### config.mk
export PLATFORM = sky130hd
export DESIGN_NAME = receiver_chip_config_regs
export DESIGN_NICKNAME = d
export VERILOG_FILES = /design/src/verilog/receiver_cfg_pkg.sv /design/src/verilog/ref_cap_if.sv /design/src/verilog/ref_capture.sv /design/src/verilog/receiver_chip_config_regs.sv
export SDC_FILE = /design/constraint.sdc
export NUM_CORES = 1
export LEC_CHECK = 0
export BUFFER_PORTS_ARGS = -buffer_cell sky130_fd_sc_hd__buf_2
export CELL_PAD_IN_SITES_DETAIL_PLACEMENT = 1
export CELL_PAD_IN_SITES_GLOBAL_PLACEMENT = 1
export CORE_MARGIN = 1.5
export CORE_UTILIZATION = 45
export CTS_BUF_LIST = sky130_fd_sc_hd__clkbuf_4 sky130_fd_sc_hd__clkbuf_8
export DETAILED_ROUTE_END_ITERATION = 8
export PLACE_DENSITY_LB_ADDON = 0.05
export SLEW_MARGIN = 20
export SYNTH_ARGS = -nofsm -noshare
export SYNTH_HDL_FRONTEND = slang
export SYNTH_SLANG_ARGS = --single-unit
### constraint.sdc
create_clock -name sys_clk -period 2.36 [get_ports sys_clk]
set_clock_uncertainty 0.1 [all_clocks]
set_input_delay 0.59 -clock sys_clk [delete_from_list [all_inputs] [get_ports sys_clk]]
set_output_delay 0.59 -clock sys_clk [all_outputs]
set_load 0.05 [all_outputs]
### src/verilog/receiver_cfg_pkg.sv
// Constants for the receiver configuration and status register bank.
// Assumes an 8-bit register port with 10-bit byte addresses on sys_clk.
// Functional notes
// - Timestamp delay has no effect while sync mode is normal.
// - Sync mode code 00 means normal, code 01 means timestamp.
// - N-shot skips the first N reference edges; zero uses the next one.
// - Status reports divider phase at capture, in half input clock steps.
// - Q-ignore bit clear gives I and Q; set gives I only.
// - Decimation codes 0 to 3 select divide by 1, 2, 4 or 8.
// - Force bit clear lets flag pins work normally; set forces them.
// - While forcing, flag pins show the force-value bit.
// - Reference mode picks disabled, continuous or N-shot capture.
`default_nettype none
package receiver_cfg_pkg;
  localparam int ADDR_W  = 10;
  localparam int DATA_W  = 8;
  localparam int IGN_W   = 4;
  localparam int PHASE_W = 4;
  localparam int THR_HI_W = 5;

  localparam logic [ADDR_W-1:0] OFS_IGNORE     = 10'h121;
  localparam logic [ADDR_W-1:0] OFS_TS_DELAY   = 10'h123;
  localparam logic [ADDR_W-1:0] OFS_SETUP_HOLD = 10'h128;
  localparam logic [ADDR_W-1:0] OFS_DIV_PHASE  = 10'h129;
  localparam logic [ADDR_W-1:0] OFS_EVT_COUNT  = 10'h12a;
  localparam logic [ADDR_W-1:0] OFS_SYNC_MODE  = 10'h1ff;
  localparam logic [ADDR_W-1:0] OFS_APP_MODE   = 10'h200;
  localparam logic [ADDR_W-1:0] OFS_DECIM      = 10'h201;
  localparam logic [ADDR_W-1:0] OFS_OFFSET     = 10'h228;
  localparam logic [ADDR_W-1:0] OFS_FD_CTRL    = 10'h245;
  localparam logic [ADDR_W-1:0] OFS_UTH_LO     = 10'h247;
  localparam logic [ADDR_W-1:0] OFS_UTH_HI     = 10'h248;
  localparam logic [ADDR_W-1:0] OFS_LTH_LO     = 10'h249;
  localparam logic [ADDR_W-1:0] OFS_LTH_HI     = 10'h24a;

  localparam logic [DATA_W-1:0] RST_IGNORE   = 8'h00;
  localparam logic [DATA_W-1:0] RST_TS_DELAY = 8'h00;
  localparam logic [DATA_W-1:0] RST_SYNC     = 8'h00;
  localparam logic [DATA_W-1:0] RST_APP      = 8'h07;
  localparam logic [DATA_W-1:0] RST_DECIM    = 8'h01;
  localparam logic [DATA_W-1:0] RST_OFFSET   = 8'h00;
  localparam logic [DATA_W-1:0] RST_FD_CTRL  = 8'h00;
  localparam logic [DATA_W-1:0] RST_THRESH   = 8'h00;

  localparam int APP_QIGN_BIT  = 5;
  localparam int FD_FORCE_BIT  = 3;
  localparam int FD_FVAL_BIT   = 2;
  localparam int FD_EN_BIT     = 0;
  localparam int DEC_W         = 3;
  localparam int SYNC_W        = 2;

  localparam logic [SYNC_W-1:0] SYNC_NORMAL    = 2'h0;
  localparam logic [SYNC_W-1:0] SYNC_TIMESTAMP = 2'h1;

  typedef enum logic [1:0] {
    REF_DISABLED   = 2'b00,
    REF_CONTINUOUS = 2'b01,
    REF_NSHOT      = 2'b10
  } ref_mode_e;

  typedef enum logic [0:0] {
    CAP_HUNT  = 1'b0,
    CAP_SPENT = 1'b1
  } cap_state_e;
endpackage
`default_nettype wire

### src/verilog/ref_cap_if.sv
// Carrier between the register bank and the reference capture unit.
// Assumes both ends run on sys_clk.
`default_nettype none
interface ref_cap_if;
  import receiver_cfg_pkg::*;
  logic               ref_level;
  logic               falling_sel;
  logic [1:0]         mode;
  logic [IGN_W-1:0]   ignore_count;
  logic               rearm;
  logic [PHASE_W-1:0] div_phase;
  logic               captured;
  logic [PHASE_W-1:0] phase;
  logic [DATA_W-1:0]  event_count;
  modport owner (output ref_level, falling_sel, mode, ignore_count, rearm, div_phase,
                 input captured, phase, event_count);
  modport capture (input ref_level, falling_sel, mode, ignore_count, rearm, div_phase,
                   output captured, phase, event_count);
endinterface
`default_nettype wire

### src/verilog/ref_capture.sv
// Reference edge capture: edge select, N-shot ignore counting, phase and count.
// Assumes ref_level is already synchronised to sys_clk.
`default_nettype none
module ref_capture
  import receiver_cfg_pkg::*;
(
  input  wire logic sys_clk,
  input  wire logic nrst,
  ref_cap_if.capture cap
);
  logic               prev_reg,  prev_next;
  cap_state_e         state_reg, state_next;
  logic [IGN_W-1:0]   skip_reg,  skip_next;
  logic               cap_reg,   cap_next;
  logic [PHASE_W-1:0] phase_reg, phase_next;
  logic [DATA_W-1:0]  cnt_reg,   cnt_next;
  logic               edge_seen;
  logic               take;

  always_comb begin
    edge_seen  = cap.falling_sel ? (prev_reg & ~cap.ref_level)
                                 : (~prev_reg & cap.ref_level);
    prev_next  = cap.ref_level;
    state_next = state_reg;
    skip_next  = skip_reg;
    take       = 1'b0;
    unique case (cap.mode)
      REF_CONTINUOUS: begin
        take       = edge_seen;
        state_next = CAP_HUNT;
        skip_next  = '0;
      end
      REF_NSHOT: begin
        if (cap.rearm) begin
          state_next = CAP_HUNT;
          skip_next  = '0;
        end else if (state_reg == CAP_HUNT && edge_seen) begin
          // Edges before the programmed count are only counted
          if (skip_reg >= cap.ignore_count) begin
            take       = 1'b1;
            state_next = CAP_SPENT;
          end else begin
            skip_next = IGN_W'(skip_reg + 1'b1);
          end
        end
      end
      default: begin // Disabled, and the unused code, capture nothing
        state_next = CAP_HUNT;
        skip_next  = '0;
      end
    endcase
    cap_next   = take;
    phase_next = take ? cap.div_phase : phase_reg;
    cnt_next   = take ? DATA_W'(cnt_reg + 1'b1) : cnt_reg;
  end

  always_ff @(posedge sys_clk or negedge nrst) begin
    if (!nrst) begin
      prev_reg  <= 1'b0;
      state_reg <= CAP_HUNT;
      skip_reg  <= '0;
      cap_reg   <= 1'b0;
      phase_reg <= '0;
      cnt_reg   <= '0;
    end else begin
      prev_reg  <= prev_next;
      state_reg <= state_next;
      skip_reg  <= skip_next;
      cap_reg   <= cap_next;
      phase_reg <= phase_next;
      cnt_reg   <= cnt_next;
    end
  end

  assign cap.captured    = cap_reg;
  assign cap.phase       = phase_reg;
  assign cap.event_count = cnt_reg;
endmodule
`default_nettype wire

### src/verilog/receiver_chip_config_regs.sv
// Configuration and status register bank of a dual-channel receiver.
// Assumes a one-cycle strobe register port on sys_clk; ref_pin is asynchronous,
// all other inputs come from logic on sys_clk.
`default_nettype none
module receiver_chip_config_regs
  import receiver_cfg_pkg::*;
#(
  parameter int SYNC_STAGES = 2
) (
  input  wire logic                sys_clk,
  input  wire logic                nrst,
  input  wire logic [ADDR_W-1:0]   reg_addr,
  input  wire logic [DATA_W-1:0]   reg_wdata,
  input  wire logic                reg_wr,
  input  wire logic                reg_rd,
  output var  logic [DATA_W-1:0]   reg_rdata,
  input  wire logic                ref_pin,
  input  wire logic [1:0]          ref_mode,
  input  wire logic                ref_falling_sel,
  input  wire logic [PHASE_W-1:0]  clk_div_phase,
  input  wire logic [DATA_W-1:0]   setup_hold_in,
  input  wire logic                overrange_raw_a,
  input  wire logic                overrange_raw_b,
  output var  logic                overrange_flag_pin_a,
  output var  logic                overrange_flag_pin_b,
  output wire logic                ref_capture_pulse,
  output var  logic                timestamp_mode,
  output var  logic [DATA_W-1:0]   timestamp_delay_eff,
  output var  logic                q_output_en,
  output var  logic [3:0]          channel_config,
  output var  logic [3:0]          decimation_factor,
  output var  logic [DATA_W-1:0]   sample_offset,
  output var  logic                overrange_detect_en,
  output var  logic [12:0]         upper_thresh,
  output var  logic [12:0]         lower_thresh
);
  if (SYNC_STAGES < 2) begin : g_check
    $error("SYNC_STAGES must be at least 2");
  end

  function automatic logic hit(input logic [ADDR_W-1:0] a, input logic [ADDR_W-1:0] ofs);
    hit = (a == ofs);
  endfunction

  function automatic logic [3:0] dec_factor(input logic [DEC_W-1:0] code);
    unique case (code)
      3'h0:    dec_factor = 4'h1;
      3'h1:    dec_factor = 4'h2;
      3'h2:    dec_factor = 4'h4;
      3'h3:    dec_factor = 4'h8;
      default: dec_factor = 4'h1;
    endcase
  endfunction

  // Only code 01 selects timestamp; the spare codes fall back to normal
  function automatic logic is_timestamp(input logic [SYNC_W-1:0] code);
    is_timestamp = (code == SYNC_TIMESTAMP);
  endfunction

  // Output flops start from what the reset register values decode to
  localparam logic [3:0] DFAC_RST = dec_factor(RST_DECIM[DEC_W-1:0]);
  localparam logic       QEN_RST  = ~RST_APP[APP_QIGN_BIT];

  // Reference pin synchroniser
  // Only the last stage is read, so a metastable first stage never reaches logic
  logic [SYNC_STAGES-1:0] sync_reg, sync_next;

  always_comb begin
    sync_next = {sync_reg[SYNC_STAGES-2:0], ref_pin};
  end

  always_ff @(posedge sys_clk or negedge nrst) begin
    if (!nrst) begin
      sync_reg <= '0;
    end else begin
      sync_reg <= sync_next;
    end
  end

  // Software registers
  logic [IGN_W-1:0]    ign_reg,    ign_next;
  logic [DATA_W-1:0]   tsd_reg,    tsd_next;
  logic [SYNC_W-1:0]   smode_reg,  smode_next;
  logic                qign_reg,   qign_next;
  logic [3:0]          opmode_reg, opmode_next;
  logic [DEC_W-1:0]    dec_reg,    dec_next;
  logic [DATA_W-1:0]   offs_reg,   offs_next;
  logic                force_reg,  force_next;
  logic                fval_reg,   fval_next;
  logic                fden_reg,   fden_next;
  logic [DATA_W-1:0]   uthl_reg,   uthl_next;
  logic [THR_HI_W-1:0] uthh_reg,   uthh_next;
  logic [DATA_W-1:0]   lthl_reg,   lthl_next;
  logic [THR_HI_W-1:0] lthh_reg,   lthh_next;
  logic [DATA_W-1:0]   shs_reg,    shs_next;
  logic                rearm;

  // Writes to status and counter offsets fall through untouched
  always_comb begin
    ign_next    = ign_reg;
    tsd_next    = tsd_reg;
    smode_next  = smode_reg;
    qign_next   = qign_reg;
    opmode_next = opmode_reg;
    dec_next    = dec_reg;
    offs_next   = offs_reg;
    force_next  = force_reg;
    fval_next   = fval_reg;
    fden_next   = fden_reg;
    uthl_next   = uthl_reg;
    uthh_next   = uthh_reg;
    lthl_next   = lthl_reg;
    lthh_next   = lthh_reg;
    shs_next    = setup_hold_in;
    rearm       = 1'b0;
    if (reg_wr) begin
      if (hit(reg_addr, OFS_IGNORE)) begin
        ign_next = reg_wdata[IGN_W-1:0];
        // A new count restarts the N-shot search
        rearm    = 1'b1;
      end
      if (hit(reg_addr, OFS_TS_DELAY)) begin
        tsd_next = reg_wdata;
      end
      if (hit(reg_addr, OFS_SYNC_MODE)) begin
        smode_next = reg_wdata[SYNC_W-1:0];
      end
      if (hit(reg_addr, OFS_APP_MODE)) begin
        qign_next   = reg_wdata[APP_QIGN_BIT];
        opmode_next = reg_wdata[3:0];
      end
      if (hit(reg_addr, OFS_DECIM)) begin
        dec_next = reg_wdata[DEC_W-1:0];
      end
      if (hit(reg_addr, OFS_OFFSET)) begin
        offs_next = reg_wdata;
      end
      if (hit(reg_addr, OFS_FD_CTRL)) begin
        force_next = reg_wdata[FD_FORCE_BIT];
        fval_next  = reg_wdata[FD_FVAL_BIT];
        fden_next  = reg_wdata[FD_EN_BIT];
      end
      if (hit(reg_addr, OFS_UTH_LO)) begin
        uthl_next = reg_wdata;
      end
      if (hit(reg_addr, OFS_UTH_HI)) begin
        uthh_next = reg_wdata[THR_HI_W-1:0];
      end
      if (hit(reg_addr, OFS_LTH_LO)) begin
        lthl_next = reg_wdata;
      end
      if (hit(reg_addr, OFS_LTH_HI)) begin
        lthh_next = reg_wdata[THR_HI_W-1:0];
      end
    end
  end

  always_ff @(posedge sys_clk or negedge nrst) begin
    if (!nrst) begin
      ign_reg    <= RST_IGNORE[IGN_W-1:0];
      tsd_reg    <= RST_TS_DELAY;
      smode_reg  <= RST_SYNC[SYNC_W-1:0];
      qign_reg   <= RST_APP[APP_QIGN_BIT];
      opmode_reg <= RST_APP[3:0];
      dec_reg    <= RST_DECIM[DEC_W-1:0];
      offs_reg   <= RST_OFFSET;
      force_reg  <= RST_FD_CTRL[FD_FORCE_BIT];
      fval_reg   <= RST_FD_CTRL[FD_FVAL_BIT];
      fden_reg   <= RST_FD_CTRL[FD_EN_BIT];
      uthl_reg   <= RST_THRESH;
      uthh_reg   <= RST_THRESH[THR_HI_W-1:0];
      lthl_reg   <= RST_THRESH;
      lthh_reg   <= RST_THRESH[THR_HI_W-1:0];
      shs_reg    <= '0;
    end else begin
      ign_reg    <= ign_next;
      tsd_reg    <= tsd_next;
      smode_reg  <= smode_next;
      qign_reg   <= qign_next;
      opmode_reg <= opmode_next;
      dec_reg    <= dec_next;
      offs_reg   <= offs_next;
      force_reg  <= force_next;
      fval_reg   <= fval_next;
      fden_reg   <= fden_next;
      uthl_reg   <= uthl_next;
      uthh_reg   <= uthh_next;
      lthl_reg   <= lthl_next;
      lthh_reg   <= lthh_next;
      shs_reg    <= shs_next;
    end
  end

  // Reference capture unit
  ref_cap_if cap_bus ();

  assign cap_bus.ref_level    = sync_reg[SYNC_STAGES-1];
  assign cap_bus.falling_sel  = ref_falling_sel;
  assign cap_bus.mode         = ref_mode;
  assign cap_bus.ignore_count = ign_reg;
  assign cap_bus.rearm        = rearm;
  assign cap_bus.div_phase    = clk_div_phase;

  ref_capture u_capture (
    .sys_clk (sys_clk),
    .nrst    (nrst),
    .cap     (cap_bus)
  );

  assign ref_capture_pulse = cap_bus.captured;

  // Read port: data only in the cycle after the strobe, zero elsewhere
  logic [DATA_W-1:0] rdata_reg, rdata_next;

  always_comb begin
    rdata_next = '0;
    if (reg_rd) begin
      unique case (reg_addr)
        OFS_IGNORE:     rdata_next = {4'h0, ign_reg};
        OFS_TS_DELAY:   rdata_next = tsd_reg;
        OFS_SETUP_HOLD: rdata_next = shs_reg;
        OFS_DIV_PHASE:  rdata_next = {4'h0, cap_bus.phase};
        OFS_EVT_COUNT:  rdata_next = cap_bus.event_count;
        OFS_SYNC_MODE:  rdata_next = {6'h00, smode_reg};
        OFS_APP_MODE:   rdata_next = {2'h0, qign_reg, 1'b0, opmode_reg};
        OFS_DECIM:      rdata_next = {5'h00, dec_reg};
        OFS_OFFSET:     rdata_next = offs_reg;
        OFS_FD_CTRL:    rdata_next = {4'h0, force_reg, fval_reg, 1'b0, fden_reg};
        OFS_UTH_LO:     rdata_next = uthl_reg;
        OFS_UTH_HI:     rdata_next = {3'h0, uthh_reg};
        OFS_LTH_LO:     rdata_next = lthl_reg;
        OFS_LTH_HI:     rdata_next = {3'h0, lthh_reg};
        default:        rdata_next = '0;
      endcase
    end
  end

  always_ff @(posedge sys_clk or negedge nrst) begin
    if (!nrst) begin
      rdata_reg <= '0;
    end else begin
      rdata_reg <= rdata_next;
    end
  end

  assign reg_rdata = rdata_reg;

  // Registered datapath controls; they lag the register write by one cycle
  logic              fda_reg,  fda_next;
  logic              fdb_reg,  fdb_next;
  logic              tsm_reg,  tsm_next;
  logic [DATA_W-1:0] tsde_reg, tsde_next;
  logic              qen_reg,  qen_next;
  logic [3:0]        dfac_reg, dfac_next;

  always_comb begin
    if (force_reg) begin
      fda_next = fval_reg;
      fdb_next = fval_reg;
    end else begin
      fda_next = fden_reg & overrange_raw_a;
      fdb_next = fden_reg & overrange_raw_b;
    end
    tsm_next  = is_timestamp(smode_reg);
    // Delay is masked so a stale value cannot shift normal-mode sync
    tsde_next = is_timestamp(smode_reg) ? tsd_reg : '0;
    qen_next  = ~qign_reg;
    dfac_next = dec_factor(dec_reg);
  end

  always_ff @(posedge sys_clk or negedge nrst) begin
    if (!nrst) begin
      fda_reg  <= 1'b0;
      fdb_reg  <= 1'b0;
      tsm_reg  <= 1'b0;
      tsde_reg <= '0;
      qen_reg  <= QEN_RST;
      dfac_reg <= DFAC_RST;
    end else begin
      fda_reg  <= fda_next;
      fdb_reg  <= fdb_next;
      tsm_reg  <= tsm_next;
      tsde_reg <= tsde_next;
      qen_reg  <= qen_next;
      dfac_reg <= dfac_next;
    end
  end

  assign overrange_flag_pin_a = fda_reg;
  assign overrange_flag_pin_b = fdb_reg;
  assign timestamp_mode       = tsm_reg;
  assign timestamp_delay_eff  = tsde_reg;
  assign q_output_en          = qen_reg;
  assign decimation_factor    = dfac_reg;
  assign channel_config       = opmode_reg;
  assign sample_offset        = offs_reg;
  assign overrange_detect_en  = fden_reg;
  assign upper_thresh         = {uthh_reg, uthl_reg};
  assign lower_thresh         = {lthh_reg, lthl_reg};
endmodule
`default_nettype wire

==> flow_metrics.env <==
export IMPL_ys_flop_type="dfrtp_1"
export IMPL_synth_area_um2=5100
export IMPL_avgSynthCellArea_um2=12.3
export IMPL_htreeDepth=3
export IMPL_place_area_um2=6170
export IMPL_portBuffers=103
export IMPL_netlist_cell_type_count=64
export IMPL_insertion_delay_ns=0.37
export IMPL_irDropWorstVdd_uv=379
export IMPL_critPathSlowestCell="dfrtp_1"
export IMPL_io_pins=104
export IMPL_max_freq_mhz=446
export IMPL_vias=3894
export IMPL_via_per_inst=5.44
export IMPL_finalMaxSlewViolations=0
export IMPL_die_y_um=109
export IMPL_critPathMaxStageDelay_ns=0.43
export IMPL_area_growth_pct=25.1
export IMPL_post_route_period_util=0.950
export IMPL_clk_path_buf_depth=2
export IMPL_overflow=0
export IMPL_async_flop_share=1.00
export IMPL_final_common_cell="dfrtp_1"
export IMPL_power_frac_comb=0.112
export IMPL_critPathLaunchType="flop"
export IMPL_ys_ff_latch=112
export IMPL_cts_hold_buf=0
export IMPL_setup_violations=0
export IMPL_clockRootBuffer="clkbuf_8"
export IMPL_ys_seq_area_frac=0.551
export IMPL_worstPathCellList="ha_1, nand2b_1, a2111oi_4, buf_4, nor4_2, o21ai_2, buf_6, nor4_2, xor2_1"
export IMPL_post_route_util=0.584
export IMPL_clkPwrFrac=0.304
export IMPL_critPathKind="reg -> reg"
export IMPL_cp_arrival_ns=2.44
export IMPL_cts_sinks=112
export IMPL_pwr_share_seq=0.584
export IMPL_hp_class="in -> async"
export IMPL_grt_pass1_wl_mm=22.4
export IMPL_worst_pin_slew_ns=0.809
export IMPL_groute_usage_overall=0.254
export IMPL_drt_total_wl_mm=14.4
export IMPL_clk_pin_slew_ns=0.10
export IMPL_outcome="finished, final reports clean"
export IMPL_cts_tree="built"
export IMPL_grt_max_degree=36
export IMPL_dr_pass1_iters=4
export IMPL_cp_max_fo=6
export IMPL_die_area_um2=12000
export IMPL_cp_depth=9
export IMPL_dpl_hpwl_mm=11.1
export IMPL_place_congestion=0.870
export IMPL_layout_common_cells="dfrtp_1 (106), buf_2 (102), mux2_2 (60), buf_4 (59), nand2_1 (38)"
export IMPL_drt_iter0_markers=208
export IMPL_power_density_nw_per_um2=553
export IMPL_fin_crit_ns=2.24
export IMPL_cp_top_family="simple AND/OR/NAND/NOR gates"
export IMPL_switchingPower_w=0.000961
export IMPL_yosys_warnings=0
export IMPL_layout_drive_gt1_share=0.462
export IMPL_required_ns=2.56
export IMPL_remaining_drc_errors=0
export IMPL_fillers=1201
export IMPL_num_rows=38
export IMPL_ff_latch_area_um2=2810
export IMPL_fin_area_um2=6380
export IMPL_p_leak_nw=3.25
export IMPL_drv_cap=0
export IMPL_wl_per_cell_um=20.1
export IMPL_synth_nets=463
export IMPL_cts_inserted_buffers=9
export IMPL_cp_end_kind="flop"
export IMPL_slew_headroom=0.459
export IMPL_multi_input_area_um2=2160
export IMPL_antenna_found_initial=0
export IMPL_core_um2=10900
export IMPL_netSwitchingFraction=0.272
export IMPL_p_int_w=0.00257
export IMPL_antenna_cells=0
export IMPL_synth_edff_count=0
export IMPL_grt_pass1_vias=4108
export IMPL_hold_viol_final=0
export IMPL_nets=619
export IMPL_die_w_um=109
export IMPL_start_util=0.466
export IMPL_path_buf_inv=2
export IMPL_crit_top_cell="nor4_2"
export IMPL_r2r_cells=9
export IMPL_ant_nets=0
export IMPL_syn_inst=415
## stage by stage
stage               setup slack, ns  setup TNS (ns)  total power, W  cells  hold slack (ns)
floorplan                    -0.100          -0.535         0.00228    415            0.194
global route                -0.0147         -0.0147         0.00369    716           0.0591
CTS                          0.0319               0         0.00356    714           0.0498
global placement             -0.134           -2.35         0.00247    698            0.243
finish                        0.119               0         0.00353    716           0.0456
detailed placement           -0.192           -5.18         0.00250    698            0.236
## power groups by stage
stage	Sequential (W)	Combinational (W)	Clock, W
floorplan	0.00212	0.000163	0
global placement	0.00209	0.000381	0
CTS	0.00206	0.000399	0.00110
detailed placement	0.00210	0.000399	0
finish	0.00206	0.000395	0.00107
global route	0.00208	0.000439	0.00118
## worst paths after layout
path                                               from                            to  slack, ns
worst max-delay path            cap_bus.ignore_count[0]  u_capture.cap.event_count[6]       0.12
worst min-delay path                               nrst                timestamp_mode       0.05
worst min register to register              sync_reg[0]                   sync_reg[1]       0.27
worst max register to register  cap_bus.ignore_count[0]  u_capture.cap.event_count[6]       0.12
max in group asynchronous                          nrst                    dec_reg[0]       1.50
min in group sys_clk                   setup_hold_in[3]                    shs_reg[3]       0.22
## per-layer routing
| layer | part of all wire | global-route usage | wire length [um] |
|---|---|---|---|
| met1 | 0.43 | 0.332 | 6230 |
| met2 | 0.51 | 0.434 | 7350 |
| met3 | 0.036 | 0.0397 | 512 |
| met4 | 0.019 | 0.0770 | 280 |
| met5 | 0 | 0 | 0 |
## cell families (layout without fill, tap and decap cells)
logic type | count (synthesis) | count (layout) | synth area share
multiplexers | 70 | 70 | 0.152
XOR/XNOR | 9 | 9 | 0.0155
adder cells (fa/ha/maj) | 8 | 8 | 0.0196
buffers and inverters | 33 | 194 | 0.0307
flip-flops | 112 | 112 | 0.551
AND/OR/NAND/NOR | 123 | 123 | 0.140
AO/OA/AOI/OAI | 60 | 60 | 0.0917
## layout make-up
type / count / share of cell area
Sequential cell: 112 / 0.440
Tap cell: 140 / 0.0274
Multi-Input combinational cell: 270 / 0.338
Clock buffer: 10 / 0.0216
Clock inverter: 6 / 0.00667
Inverter: 14 / 0.00823
Timing Repair Buffer: 164 / 0.157
## timing repair
item / 4_1_cts / 5_1_grt
gates resized for setup: 1 / 2
setup buffers: 0 / 2
endpoints found under the setup margin: 1 / 4
## synth_stat cells, drive strengths merged (7+ instances only)
master / count / area share
a21oi: 10 / 0.0098
a221oi: 8 / 0.014
and2: 9 / 0.011
buf: 7 / 0.0093
clkbuf: 12 / 0.011
dfrtp: 106 / 0.52
ha: 8 / 0.020
inv: 14 / 0.010
mux2: 60 / 0.13
mux2i: 10 / 0.020
nand2: 40 / 0.030
nor2: 15 / 0.012
nor3: 10 / 0.011
nor4: 8 / 0.017
o21ai: 10 / 0.011
Note: power is estimated with default switching activity, not from simulation.
